File: src/ata_cmd_pkg.sv
`default_nettype none
package ata_cmd_pkg;
   // Opcodes
   localparam logic [7:0] OP_HEALTH      = 8'hB0;
   localparam logic [7:0] OP_SET_FEAT    = 8'hEF;
   localparam logic [7:0] OP_SANITIZE    = 8'hB4;
   localparam logic [7:0] OP_QUEUED_ND   = 8'h63;
   localparam logic [7:0] OP_PWR_CHECK   = 8'hE5;
   localparam logic [7:0] OP_PWR_CHECK_A = 8'h98;
   // Health-monitoring subcommands
   localparam logic [7:0] HM_FIRST       = 8'hD0;
   localparam logic [7:0] HM_LAST_DATA   = 8'hD6;
   localparam logic [7:0] HM_ENABLE      = 8'hD8;
   localparam logic [7:0] HM_DISABLE     = 8'hD9;
   localparam logic [7:0] HM_STATUS      = 8'hDA;
   localparam logic [7:0] HM_AUTO_OFF    = 8'hDB;
   // Set-features subcommands
   localparam logic [7:0] SF_WC_EN       = 8'h02;
   localparam logic [7:0] SF_WC_DIS      = 8'h82;
   localparam logic [7:0] SF_RLA_EN      = 8'hAA;
   localparam logic [7:0] SF_RLA_DIS     = 8'h55;
   localparam logic [7:0] SF_PM_EN       = 8'h05;
   localparam logic [7:0] SF_PM_DIS      = 8'h85;
   localparam logic [7:0] SF_PUS_EN      = 8'h06;
   localparam logic [7:0] SF_PUS_DIS     = 8'h86;
   localparam logic [7:0] SF_SPIN_UP     = 8'h07;
   localparam logic [7:0] SF_REV_EN      = 8'hCC;
   localparam logic [7:0] SF_REV_DIS     = 8'h66;
   localparam logic [7:0] SF_XFER_MODE   = 8'h03;
   // Sanitize subcommands (16-bit feature)
   localparam logic [15:0] SN_STATUS     = 16'h0000;
   localparam logic [15:0] SN_OVERWRITE  = 16'h0014;
   localparam logic [15:0] SN_FREEZE     = 16'h0020;
   // Queued non-data subcommands
   localparam logic [7:0] QN_ABORT_ALL   = 8'h00;
   localparam logic [7:0] QN_ABORT_STRM  = 8'h10;
   localparam logic [7:0] QN_ABORT_NSTRM = 8'h20;
   localparam logic [7:0] QN_ABORT_SEL   = 8'h30;
   localparam logic [7:0] QN_DL_WR_SET   = 8'h11;
   localparam logic [7:0] QN_DL_RD_SET   = 8'h21;
   localparam logic [7:0] QN_DL_CLEAR    = 8'h01;
   // Protocol classes
   localparam logic [2:0] PROTO_NONE     = 3'h0;
   localparam logic [2:0] PROTO_PIO_IN   = 3'h1;
   localparam logic [2:0] PROTO_PIO_OUT  = 3'h2;
   localparam logic [2:0] PROTO_NON_DATA = 3'h3;
   localparam logic [2:0] PROTO_DMA      = 3'h4;
   localparam logic [2:0] PROTO_DMA_Q    = 3'h5;
   // Device/head bit positions
   localparam int DH_LBA_BIT = 6;
   localparam int DH_DEV_BIT = 4;
   localparam int DH_RETRY_BIT = 7;
   // Power report codes
   localparam logic [7:0] PC_IDLE_LEGACY = 8'hFF;
   localparam logic [7:0] PC_STANDBY_LEG = 8'h00;
   localparam logic [7:0] PC_IDLE_A      = 8'h81;
   localparam logic [7:0] PC_IDLE_B      = 8'h82;
   localparam logic [7:0] PC_IDLE_C      = 8'h83;
   localparam logic [7:0] PC_STANDBY_Y   = 8'h01;
   localparam logic [7:0] PC_STANDBY_Z   = 8'h00;
   // Status and error bits
   localparam int ST_BSY = 7;
   localparam int ST_RDY = 6;
   localparam int ST_DSC = 4;
   localparam int ST_ERR = 0;
   localparam int ER_ABT = 2;
   localparam logic [7:0] STATUS_RESET = 8'h50;
   localparam logic [7:0] ERROR_RESET  = 8'h00;
   // Decode latency in cycles
   localparam int EXEC_CYCLES = 2;
   // Power conditions of the drive
   typedef enum logic [2:0] {
      PWR_IDLE_A, PWR_IDLE_B, PWR_IDLE_C, PWR_STANDBY_Y, PWR_STANDBY_Z
   } pwr_cond_t;
   // Register-bus offsets for the host controller
   localparam logic [3:0] HR_FEATURE  = 4'h0;
   localparam logic [3:0] HR_FEAT_EXT = 4'h1;
   localparam logic [3:0] HR_DEVHEAD  = 4'h2;
   localparam logic [3:0] HR_COMMAND  = 4'h3;
   localparam logic [3:0] HR_STATUS   = 4'h4;
   localparam logic [3:0] HR_ERROR    = 4'h5;
   localparam logic [3:0] HR_COUNT    = 4'h6;
   localparam logic [3:0] HR_PROTO    = 4'h7;
   localparam logic [3:0] HR_IRQ_STAT = 4'h8;
   localparam logic [3:0] HR_IRQ_MASK = 4'h9;
endpackage : ata_cmd_pkg
`default_nettype wire

File: src/ata_cmd_if.sv
`default_nettype none
interface ata_cmd_if;
   // Command block toward the drive
   logic       cmd_valid;
   logic [7:0] cmd_opcode;
   logic [15:0] cmd_feature;
   logic [7:0] cmd_devhead;
   // Completion from the drive
   logic       done_irq;
   logic [7:0] done_status;
   logic [7:0] done_error;
   logic [7:0] done_count;
   logic [2:0] done_proto;
   modport drive (input cmd_valid, cmd_opcode, cmd_feature, cmd_devhead,
                  output done_irq, done_status, done_error, done_count, done_proto);
   modport host  (output cmd_valid, cmd_opcode, cmd_feature, cmd_devhead,
                  input done_irq, done_status, done_error, done_count, done_proto);
endinterface : ata_cmd_if
`default_nettype wire

File: src/ata_cmd_drive.sv
`default_nettype none
// Function
// [RL1] Health subcommands D0-D6, D8-DB decoded
// [RL2] Set-features codes decoded per table
// [RL3] Sanitize 16-bit feature: 0000, 0014, 0020
// [RL4] Queued abort variants 00,10,20,30
// [RL5] Deadline options set 11/21, clear 01
// [RL6] Each opcode reports protocol class 1-5
// [RL7] Alternate opcodes behave identically
// [RL8] Power check from E5h or 98h
// [RL9] Device/head bit 4 ignored
// [RL10] Always behaves as device 0
// [RL11] LBA bit selects CHS or LBA
// [RL12] Retry bit ignored, host writes 0
// [RL13] Status final when interrupt raised
// [RL14] Power check leaves state undisturbed
// [RL15] Idle legacy reports FFh
// [RL16] Standby legacy reports 00h
// [RL17] Extended conditions report 81-83,01,00
// [RL18] Unsupported codes abort with error
module ata_cmd_drive (
   // Clock and reset
   input  wire logic                   clk,
   input  wire logic                   reset,
   // Host link
   ata_cmd_if.drive                    link,
   // Drive-side state
   input  wire ata_cmd_pkg::pwr_cond_t power_cond,
   input  wire logic                   epc_enabled,
   output logic                        write_cache_on,
   output logic                        read_ahead_on,
   output logic                        apm_on,
   output logic                        pus_on,
   output logic                        revert_on,
   output logic                        health_on,
   output logic                        auto_offline_on,
   output logic                        wr_deadline_on,
   output logic                        rd_deadline_on,
   output logic                        lba_mode,
   output logic                        sanitize_frozen,
   output logic                        sub_pulse,
   output logic [7:0]                  sub_code
);
   import ata_cmd_pkg::*;

   typedef enum logic [1:0] {S_IDLE, S_EXEC, S_DONE} state_t;
   state_t     state;
   logic [1:0] wait_cnt;
   logic [7:0] op;
   logic [15:0] feat;
   logic       known;
   logic [2:0] proto;

   // Alternate opcodes fold onto their primary code
   function automatic logic [7:0] fold(input logic [7:0] o);
      fold = (o == OP_PWR_CHECK_A) ? OP_PWR_CHECK : o; // RL7 RL8
   endfunction : fold

   // Subcommand legality and protocol class
   always_comb begin
      known = 1'b0;
      proto = PROTO_NONE;
      unique case (op)
         OP_HEALTH: begin
            if (feat[7:0] >= HM_FIRST && feat[7:0] <= HM_LAST_DATA) begin // RL1
               known = 1'b1;
               proto = (feat[7:0] == 8'hD0 || feat[7:0] == 8'hD1 || feat[7:0] == 8'hD5)
                       ? PROTO_PIO_IN
                       : (feat[7:0] == HM_LAST_DATA) ? PROTO_PIO_OUT : PROTO_NON_DATA; // RL6
            end else if (feat[7:0] >= HM_ENABLE && feat[7:0] <= HM_AUTO_OFF) begin // RL1
               known = 1'b1;
               proto = PROTO_NON_DATA;
            end
         end
         OP_SET_FEAT: begin
            unique case (feat[7:0]) // RL2
               SF_WC_EN, SF_WC_DIS, SF_RLA_EN, SF_RLA_DIS, SF_PM_EN, SF_PM_DIS,
               SF_PUS_EN, SF_PUS_DIS, SF_SPIN_UP, SF_REV_EN, SF_REV_DIS,
               SF_XFER_MODE: known = 1'b1;
               default:      known = 1'b0;
            endcase
            proto = PROTO_NON_DATA;
         end
         OP_SANITIZE: begin
            known = (feat == SN_STATUS) || (feat == SN_OVERWRITE) || (feat == SN_FREEZE); // RL3
            proto = PROTO_NON_DATA;
         end
         OP_QUEUED_ND: begin
            unique case (feat[7:0]) // RL4 RL5
               QN_ABORT_ALL, QN_ABORT_STRM, QN_ABORT_NSTRM, QN_ABORT_SEL,
               QN_DL_WR_SET, QN_DL_RD_SET, QN_DL_CLEAR: known = 1'b1;
               default: known = 1'b0;
            endcase
            proto = PROTO_NON_DATA;
         end
         OP_PWR_CHECK: begin
            known = 1'b1;
            proto = PROTO_NON_DATA;
         end
         default: begin
            known = 1'b0; // RL18
            proto = PROTO_NONE;
         end
      endcase
   end

   // Command capture and sequencing
   always_ff @(posedge clk or posedge reset) begin
      if (reset) begin
         state    <= S_IDLE;
         wait_cnt <= 2'h0;
         op       <= 8'h00;
         feat     <= 16'h0000;
      end else begin
         unique case (state)
            S_IDLE: if (link.cmd_valid) begin
               op       <= fold(link.cmd_opcode);
               feat     <= link.cmd_feature;
               wait_cnt <= 2'(EXEC_CYCLES - 1);
               state    <= S_EXEC;
            end
            S_EXEC: if (wait_cnt == 2'h0) begin
               state <= S_DONE;
            end else begin
               wait_cnt <= wait_cnt - 2'h1;
            end
            S_DONE: state <= S_IDLE;
         endcase
      end
   end

   // Device/head: bit 4 and retry ignored, only the LBA bit is kept
   always_ff @(posedge clk or posedge reset) begin
      if (reset) begin
         lba_mode <= 1'b0;
      end else if (state == S_IDLE && link.cmd_valid) begin
         lba_mode <= link.cmd_devhead[DH_LBA_BIT]; // RL11 RL9 RL10 RL12
      end
   end

   // Feature state updates on completion of a legal subcommand
   always_ff @(posedge clk or posedge reset) begin
      if (reset) begin
         write_cache_on  <= 1'b1;
         read_ahead_on   <= 1'b1;
         apm_on          <= 1'b0;
         pus_on          <= 1'b0;
         revert_on       <= 1'b0;
         health_on       <= 1'b1;
         auto_offline_on <= 1'b0;
         wr_deadline_on  <= 1'b0;
         rd_deadline_on  <= 1'b0;
         sanitize_frozen <= 1'b0;
      end else if (state == S_DONE && known) begin
         if (op == OP_SET_FEAT) begin
            if (feat[7:0] == SF_WC_EN) write_cache_on <= 1'b1; // RL2
            if (feat[7:0] == SF_WC_DIS) write_cache_on <= 1'b0;
            if (feat[7:0] == SF_RLA_EN) read_ahead_on <= 1'b1;
            if (feat[7:0] == SF_RLA_DIS) read_ahead_on <= 1'b0;
            if (feat[7:0] == SF_PM_EN) apm_on <= 1'b1;
            if (feat[7:0] == SF_PM_DIS) apm_on <= 1'b0;
            if (feat[7:0] == SF_PUS_EN) pus_on <= 1'b1;
            if (feat[7:0] == SF_PUS_DIS) pus_on <= 1'b0;
            if (feat[7:0] == SF_REV_EN) revert_on <= 1'b1;
            if (feat[7:0] == SF_REV_DIS) revert_on <= 1'b0;
         end
         if (op == OP_HEALTH) begin
            if (feat[7:0] == HM_ENABLE) health_on <= 1'b1; // RL1
            if (feat[7:0] == HM_DISABLE) health_on <= 1'b0;
            if (feat[7:0] == HM_AUTO_OFF) auto_offline_on <= ~auto_offline_on;
         end
         if (op == OP_QUEUED_ND) begin
            if (feat[7:0] == QN_DL_WR_SET) wr_deadline_on <= 1'b1; // RL5
            if (feat[7:0] == QN_DL_RD_SET) rd_deadline_on <= 1'b1;
            if (feat[7:0] == QN_DL_CLEAR) begin
               wr_deadline_on <= 1'b0;
               rd_deadline_on <= 1'b0;
            end
         end
         if (op == OP_SANITIZE && feat == SN_FREEZE) sanitize_frozen <= 1'b1; // RL3
      end
   end

   // Subcommand pulse toward the drive's engines
   always_ff @(posedge clk or posedge reset) begin
      if (reset) begin
         sub_pulse <= 1'b0;
         sub_code  <= 8'h00;
      end else begin
         sub_pulse <= (state == S_DONE) && known && (op != OP_PWR_CHECK);
         if (state == S_DONE) sub_code <= feat[7:0];
      end
   end

   // Completion registers, final together with the interrupt
   always_ff @(posedge clk or posedge reset) begin
      if (reset) begin
         link.done_irq    <= 1'b0;
         link.done_status <= STATUS_RESET;
         link.done_error  <= ERROR_RESET;
         link.done_count  <= 8'h00;
         link.done_proto  <= PROTO_NONE;
      end else begin
         link.done_irq <= (state == S_DONE); // RL13
         if (state == S_IDLE && link.cmd_valid) begin
            link.done_status <= 8'h80; // Busy while decoding
         end else if (state == S_DONE) begin
            link.done_proto  <= proto; // RL6
            link.done_error  <= known ? 8'h00 : (8'h01 << ER_ABT); // RL18
            link.done_status <= known ? STATUS_RESET : (STATUS_RESET | 8'h01); // RL13
            if (op == OP_PWR_CHECK) begin // RL14
               if (!epc_enabled) begin
                  link.done_count <= (power_cond == PWR_STANDBY_Y ||
                                      power_cond == PWR_STANDBY_Z)
                                     ? PC_STANDBY_LEG : PC_IDLE_LEGACY; // RL15 RL16
               end else begin
                  unique case (power_cond) // RL17
                     PWR_IDLE_A:    link.done_count <= PC_IDLE_A;
                     PWR_IDLE_B:    link.done_count <= PC_IDLE_B;
                     PWR_IDLE_C:    link.done_count <= PC_IDLE_C;
                     PWR_STANDBY_Y: link.done_count <= PC_STANDBY_Y;
                     default:       link.done_count <= PC_STANDBY_Z;
                  endcase
               end
            end
         end
      end
   end
endmodule : ata_cmd_drive
`default_nettype wire

File: src/flat_wrapper.sv
// flat-port wrapper written by rule: the top's interface ports become plain ports
module ata_cmd_drive_flat import ata_cmd_pkg::*;
  (clk, reset, power_cond, epc_enabled, write_cache_on, read_ahead_on, apm_on, pus_on, revert_on, health_on, auto_offline_on, wr_deadline_on, rd_deadline_on, lba_mode, sanitize_frozen, sub_pulse, sub_code, link_cmd_valid, link_cmd_opcode, link_cmd_feature, link_cmd_devhead, link_done_irq, link_done_status, link_done_error, link_done_count, link_done_proto);
  ata_cmd_if link_i ();
  input  wire logic clk;
  input  wire logic reset;
  input  wire ata_cmd_pkg::pwr_cond_t power_cond;
  input  wire logic epc_enabled;
  output logic write_cache_on;
  output logic read_ahead_on;
  output logic apm_on;
  output logic pus_on;
  output logic revert_on;
  output logic health_on;
  output logic auto_offline_on;
  output logic wr_deadline_on;
  output logic rd_deadline_on;
  output logic lba_mode;
  output logic sanitize_frozen;
  output logic sub_pulse;
  output logic [7:0] sub_code;
  input wire logic [$bits(link_i.cmd_valid)-1:0] link_cmd_valid;
  input wire logic [$bits(link_i.cmd_opcode)-1:0] link_cmd_opcode;
  input wire logic [$bits(link_i.cmd_feature)-1:0] link_cmd_feature;
  input wire logic [$bits(link_i.cmd_devhead)-1:0] link_cmd_devhead;
  output wire logic [$bits(link_i.done_irq)-1:0] link_done_irq;
  output wire logic [$bits(link_i.done_status)-1:0] link_done_status;
  output wire logic [$bits(link_i.done_error)-1:0] link_done_error;
  output wire logic [$bits(link_i.done_count)-1:0] link_done_count;
  output wire logic [$bits(link_i.done_proto)-1:0] link_done_proto;
  assign link_i.cmd_valid = link_cmd_valid;
  assign link_i.cmd_opcode = link_cmd_opcode;
  assign link_i.cmd_feature = link_cmd_feature;
  assign link_i.cmd_devhead = link_cmd_devhead;
  assign link_done_irq = link_i.done_irq;
  assign link_done_status = link_i.done_status;
  assign link_done_error = link_i.done_error;
  assign link_done_count = link_i.done_count;
  assign link_done_proto = link_i.done_proto;
  ata_cmd_drive u_core (.clk(clk), .reset(reset), .link(link_i), .power_cond(power_cond), .epc_enabled(epc_enabled), .write_cache_on(write_cache_on), .read_ahead_on(read_ahead_on), .apm_on(apm_on), .pus_on(pus_on), .revert_on(revert_on), .health_on(health_on), .auto_offline_on(auto_offline_on), .wr_deadline_on(wr_deadline_on), .rd_deadline_on(rd_deadline_on), .lba_mode(lba_mode), .sanitize_frozen(sanitize_frozen), .sub_pulse(sub_pulse), .sub_code(sub_code));
endmodule
File: config.mk
export PLATFORM = sky130hd
export DESIGN_NAME = ata_cmd_drive_flat
export DESIGN_NICKNAME = d
export VERILOG_FILES = /design/src/ata_cmd_pkg.sv /design/src/ata_cmd_if.sv /design/src/ata_cmd_drive.sv /design/src/flat_wrapper.sv
export SDC_FILE = /design/constraint.sdc
export NUM_CORES = 1
export LEC_CHECK = 0
export BUFFER_PORTS_ARGS = -buffer_cell sky130_fd_sc_hd__buf_4
export CAP_MARGIN = 20
export CELL_PAD_IN_SITES_DETAIL_PLACEMENT = 0
export CELL_PAD_IN_SITES_GLOBAL_PLACEMENT = 1
export CORE_MARGIN = 5
export CORE_UTILIZATION = 30
export DETAILED_ROUTE_END_ITERATION = 12
export GPL_TIMING_DRIVEN = 0
export PLACE_DENSITY = 0.64
export SLEW_MARGIN = 25
export SYNTH_ARGS = -nofsm -noshare
export SYNTH_HDL_FRONTEND = slang
export SYNTH_SLANG_ARGS = --single-unit
File: constraint.sdc
create_clock -name clk -period 5.4 [get_ports clk]
set_input_delay 0.81 -clock clk [delete_from_list [all_inputs] [get_ports clk]]
set_output_delay 0.81 -clock clk [all_outputs]
set_load 0.02 [all_outputs]
==> out/qor_table.md <==
| Metric | Reported | Unit |
| --- | --- | --- |
| Run status | finished, final reports clean | - |
| Post-synthesis cell type count | 61 | - |
| Row count | 37 | - |
| R2R depth | 6 | - |
| Total number of clock tree sinks | 59 | - |
| CP startpoint kind | register | - |
| Slew at the pin with the worst max-slew slack | 0.5813 | ns |
| Core area | 10140 | um^2 |
| Final hold violation count | 0 | - |
| Crit share post-route | 0.4163 | - |
| Maximum buffer depth of the clock tree | 2 | - |
| Flip-flop and latch count after synthesis | 59 | - |
| CTS root buffer | sky130_fd_sc_hd__clkbuf_8 | - |
| Overall power | 1.974 | mW |
| Area added between synthesis and finish | 29.63 | % |
| Detailed-routing iteration count for the pre-antenna-repair pass | 4 | - |
| Post-DP HPWL | 5.979 | mm |
| Pin count of the biggest net entering global routing | 32 | - |
| Max Cap Violations | 0 | - |
| Setup repair after global routing missed its margin | no | - |
| Vias after detailed routing | 2506 | - |
| Io pins | 87 | - |
| Required time worst endpoint | 5.62 | ns |
| Die boundary height | 111.2 | um |
| Endpoint of the lowest-slack register-to-register path | u_core.feat[0] | - |
| Post-synthesis instance total | 292 | - |
| Starting DRT DRC Count | 133 | - |
| Proportion of register bits with asynchronous set or reset after synthesis | 1.000 | - |
| Clock Skews | 0.008075 | ns |
| Count of instances resized after the clock tree is built | 0 | - |
| Effective utilization at floorplan | 0.3029 | - |
| Proportion of layout cells with a drive suffix above 1 | 0.3463 | - |
| Wire length after detailed routing | 7.784 | mm |
| Combined buffer and inverter count along the critical path | 3 | - |
| Register-to-register path setup slack | 3.15 | ns |
| Total global-route track usage | 0.1323 | - |
| Post-layout min period | 2.248 | ns |
| Antenna fix cells | 0 | - |
| PortBufs | 67 | - |
| Dominant cell type by count on the critical path | sky130_fd_sc_hd__clkbuf_1 | - |
| M2 GR Usage | 0.2023 | - |
| Max Fanout on Critical Path | 10 | - |
| Worst-skew pair later-pin latency | 0.34 | ns |
| Finish-stage setup viols | 0 | - |
| Critical path class | reg2reg | - |
| Vias in the first global route | 2648 | - |
| Most utilized layer in the global route result | met2 | - |
| Antenna-violating nets left | 0 | - |
| Summed instance area of the synthesized netlist | 3070 | um^2 |
| Critical Path Sink Type | register | - |
| CP cell instances | inv_1, ha_1, and2_1, clkbuf_1, clkbuf_1, mux2_2 | - |
| Clock input transition at the sequential cells of the worst setup and hold paths | 0.07 | ns |
| Worst IR drop on VDD | 0.2090 | mV |
| Met3 demand-to-capacity share in global routing | 0.04148 | - |
| CTS H-tree lvls | 3 | - |
| Antenna violations before repair | 0 | - |
| Global-route wire length before repair | 13.19 | mm |
| Worst slack at placement | 2.984 | ns |
| Post-route DRC | 0 | - |
| Global routing usage on met1 | 0.1773 | - |
| Most used flip-flop cell after synthesis | sky130_fd_sc_hd__dfrtp_1 | - |
| Top library cells by usage in the layout, fill and taps aside | sky130_fd_sc_hd__buf_4 (84), sky130_fd_sc_hd__dfrtp_1 (55), sky130_fd_sc_hd__mux2_2 (24), sky130_fd_sc_hd__nand2_1 (19), sky130_fd_sc_hd__clkbuf_1 (16) | - |
| Clock tree from TritonCTS | done | - |
| Slowest Stage Delay on Critical Path | 0.48 | ns |
| Maximum clock frequency | 444.8 | MHz |
| EDFF count, synth | 0 | - |
| Leakage power of the design | 1.845 | nW |
| Final TNS setup | 0 | ns |
| Max-slew violation total from the final report | 0 | - |
| Type of the tightest min-delay check | in2async | - |
| Routability congestion estimate from global placement | 0.8735 | - |
| Mean Syn Cell Area | 10.52 | um^2 |
| Final layout net count | 425 | - |
| DIE AREA | 12360 | um^2 |
| Synth Warn # | 0 | - |
| Overflow after GRT | 0 | - |
| Number of clock buffers inserted by TritonCTS | 9 | - |
| Post-route worst setup slack | 3.152 | ns |
| Post-CTS setup buffers | 0 | - |
| Endpoint arrival time on the critical path | 2.47 | ns |
| Wire per inst | 14.88 | um |
| Most common library cell in the layout ignoring fill and taps | sky130_fd_sc_hd__buf_4 | - |
| Drt via density | 4.792 | - |
| Origin of the critical flop-to-flop path | u_core.state[0] | - |
| CP max stage cell | sky130_fd_sc_hd__clkbuf_1 | - |
| Die width | 111.2 | um |
| Worst path top cell family by delay | buffers and inverters | - |
| Headroom to the max-slew limit | 0.6116 | - |
| Ratio of total power to cell area | 496.1 | nW/um^2 |
| Hold bufs inserted after CTS | 0 | - |
| Sequential cell area fraction in the yosys report | 0.4825 | - |
-- kinds of logic (layout without fill, tap and decap cells) --
group | count (synthesis) | after routing | synth area share
AO/OA/AOI/OAI | 52 | 52 | 0.1194
XOR/XNOR | 1 | 1 | 0.002853
adder cells (fa/ha/maj) | 4 | 4 | 0.01630
buffers and inverters | 47 | 131 | 0.07864
flip-flops | 59 | 59 | 0.4825
multiplexers | 29 | 29 | 0.1047
other | 1 | 12 | 0.001221
AND/OR/NAND/NOR | 99 | 99 | 0.1944
-- how the worst max path moves through the flow --
stage	startpoint	slack (ns)	endpoint	cells past startpoint
detailed placement	link_cmd_valid	2.98	u_core.feat[1]	5
floorplan	reset	3.14	u_core.apm_on	1
global route	u_core.feat[4]	2.88	u_core.sub_pulse	7
CTS	u_core.state[0]	3.11	u_core.feat[0]	6
global placement	reset	2.34	u_core.link.done_count[7]	2
finish	u_core.state[0]	3.15	u_core.feat[0]	6
-- cell usage after synthesis (2+ instances only) --
master,n,share of area
sky130_fd_sc_hd__and2_1,4,0.0081
sky130_fd_sc_hd__or4_1,4,0.0098
sky130_fd_sc_hd__nand3_1,4,0.0065
sky130_fd_sc_hd__o22ai_1,2,0.0041
sky130_fd_sc_hd__ha_1,4,0.016
sky130_fd_sc_hd__nand3b_1,3,0.0073
sky130_fd_sc_hd__nor3_1,4,0.0065
sky130_fd_sc_hd__o21a_1,3,0.0073
sky130_fd_sc_hd__a2111oi_0,3,0.0086
sky130_fd_sc_hd__and3_1,3,0.0061
sky130_fd_sc_hd__a21oi_1,10,0.016
sky130_fd_sc_hd__nor4bb_1,2,0.0065
sky130_fd_sc_hd__o41ai_1,2,0.0057
sky130_fd_sc_hd__inv_1,15,0.018
sky130_fd_sc_hd__o21ai_0,9,0.015
sky130_fd_sc_hd__and3b_1,3,0.0086
sky130_fd_sc_hd__mux2_2,24,0.088
sky130_fd_sc_hd__o31ai_1,3,0.0073
sky130_fd_sc_hd__clkbuf_1,13,0.016
sky130_fd_sc_hd__nor4_1,4,0.0081
sky130_fd_sc_hd__nand2b_1,3,0.0061
sky130_fd_sc_hd__nand4_1,7,0.014
sky130_fd_sc_hd__nand2_1,19,0.023
sky130_fd_sc_hd__a22o_1,2,0.0057
sky130_fd_sc_hd__nor2b_1,6,0.012
sky130_fd_sc_hd__a211oi_1,2,0.0049
sky130_fd_sc_hd__dfrtp_1,55,0.45
sky130_fd_sc_hd__nor3b_1,2,0.0049
sky130_fd_sc_hd__buf_4,17,0.042
sky130_fd_sc_hd__nor4b_1,3,0.0086
sky130_fd_sc_hd__a21o_1,3,0.0073
sky130_fd_sc_hd__and4b_1,2,0.0065
sky130_fd_sc_hd__nor2_1,14,0.017
sky130_fd_sc_hd__dfstp_2,4,0.034
sky130_fd_sc_hd__o22a_1,4,0.011
sky130_fd_sc_hd__mux2i_1,4,0.013
sky130_fd_sc_hd__or3_1,2,0.0041
-- area by class of cell --
cell class,instances,area [um^2]
Fill cell,1019,6158
Sequential cell,59,1481
Multi-Input combinational cell,197,1389
Timing Repair Buffer,68,523.0
Buffer,31,181.4
Tap cell,136,170.2
Clock buffer,14,162.7
Inverter,16,62.56
Clock inverter,2,10.01
-- power by group --
| group | switching [mW] | leakage (nW) | internal, mW |
|---|---|---|---|
| clock network | 0.168 | 0.0905 | 0.191 |
| registers | 0.119 | 0.720 | 0.614 |
| logic | 0.492 | 1.03 | 0.391 |
| total | 0.779 | 1.85 | 1.20 |
-- registers in the layout (all words and copies together), names as in the netlist, 2 cells and up --
signal,cells
u_core.link.done_status,3
u_core.sub_code,8
u_core.link.done_count,4
u_core.link.done_proto,2
u_core.feat,16
u_core.op,8
u_core.wait_cnt,2
u_core.state,2
-- per-stage QoR --
step / instance area (um^2) / utilization / instances / hold WS [ns]
after floorplan: 3112 / - / 303 / 0.4716
after global placement: 3785 / 0.3733 / 506 / 0.4609
after detailed placement: 3807 / 0.3755 / 507 / 0.4644
after CTS: 3980 / 0.3926 / 523 / 0.4617
after global routing: 3980 / 0.3926 / 523 / 0.4748
final: 3980 / 0.3926 / 523 / 0.4618
-- routing by layer --
| layer | up-vias | wire length, um |
|---|---|---|
| met5 | - | 0 |
| met4 | 0 | 107 |
| met3 | 9 | 456 |
| met2 | 86 | 3503 |
| met1 | 1194 | 3716 |
| li1 | 1217 | - |
Power figures use the tool's default switching activity.
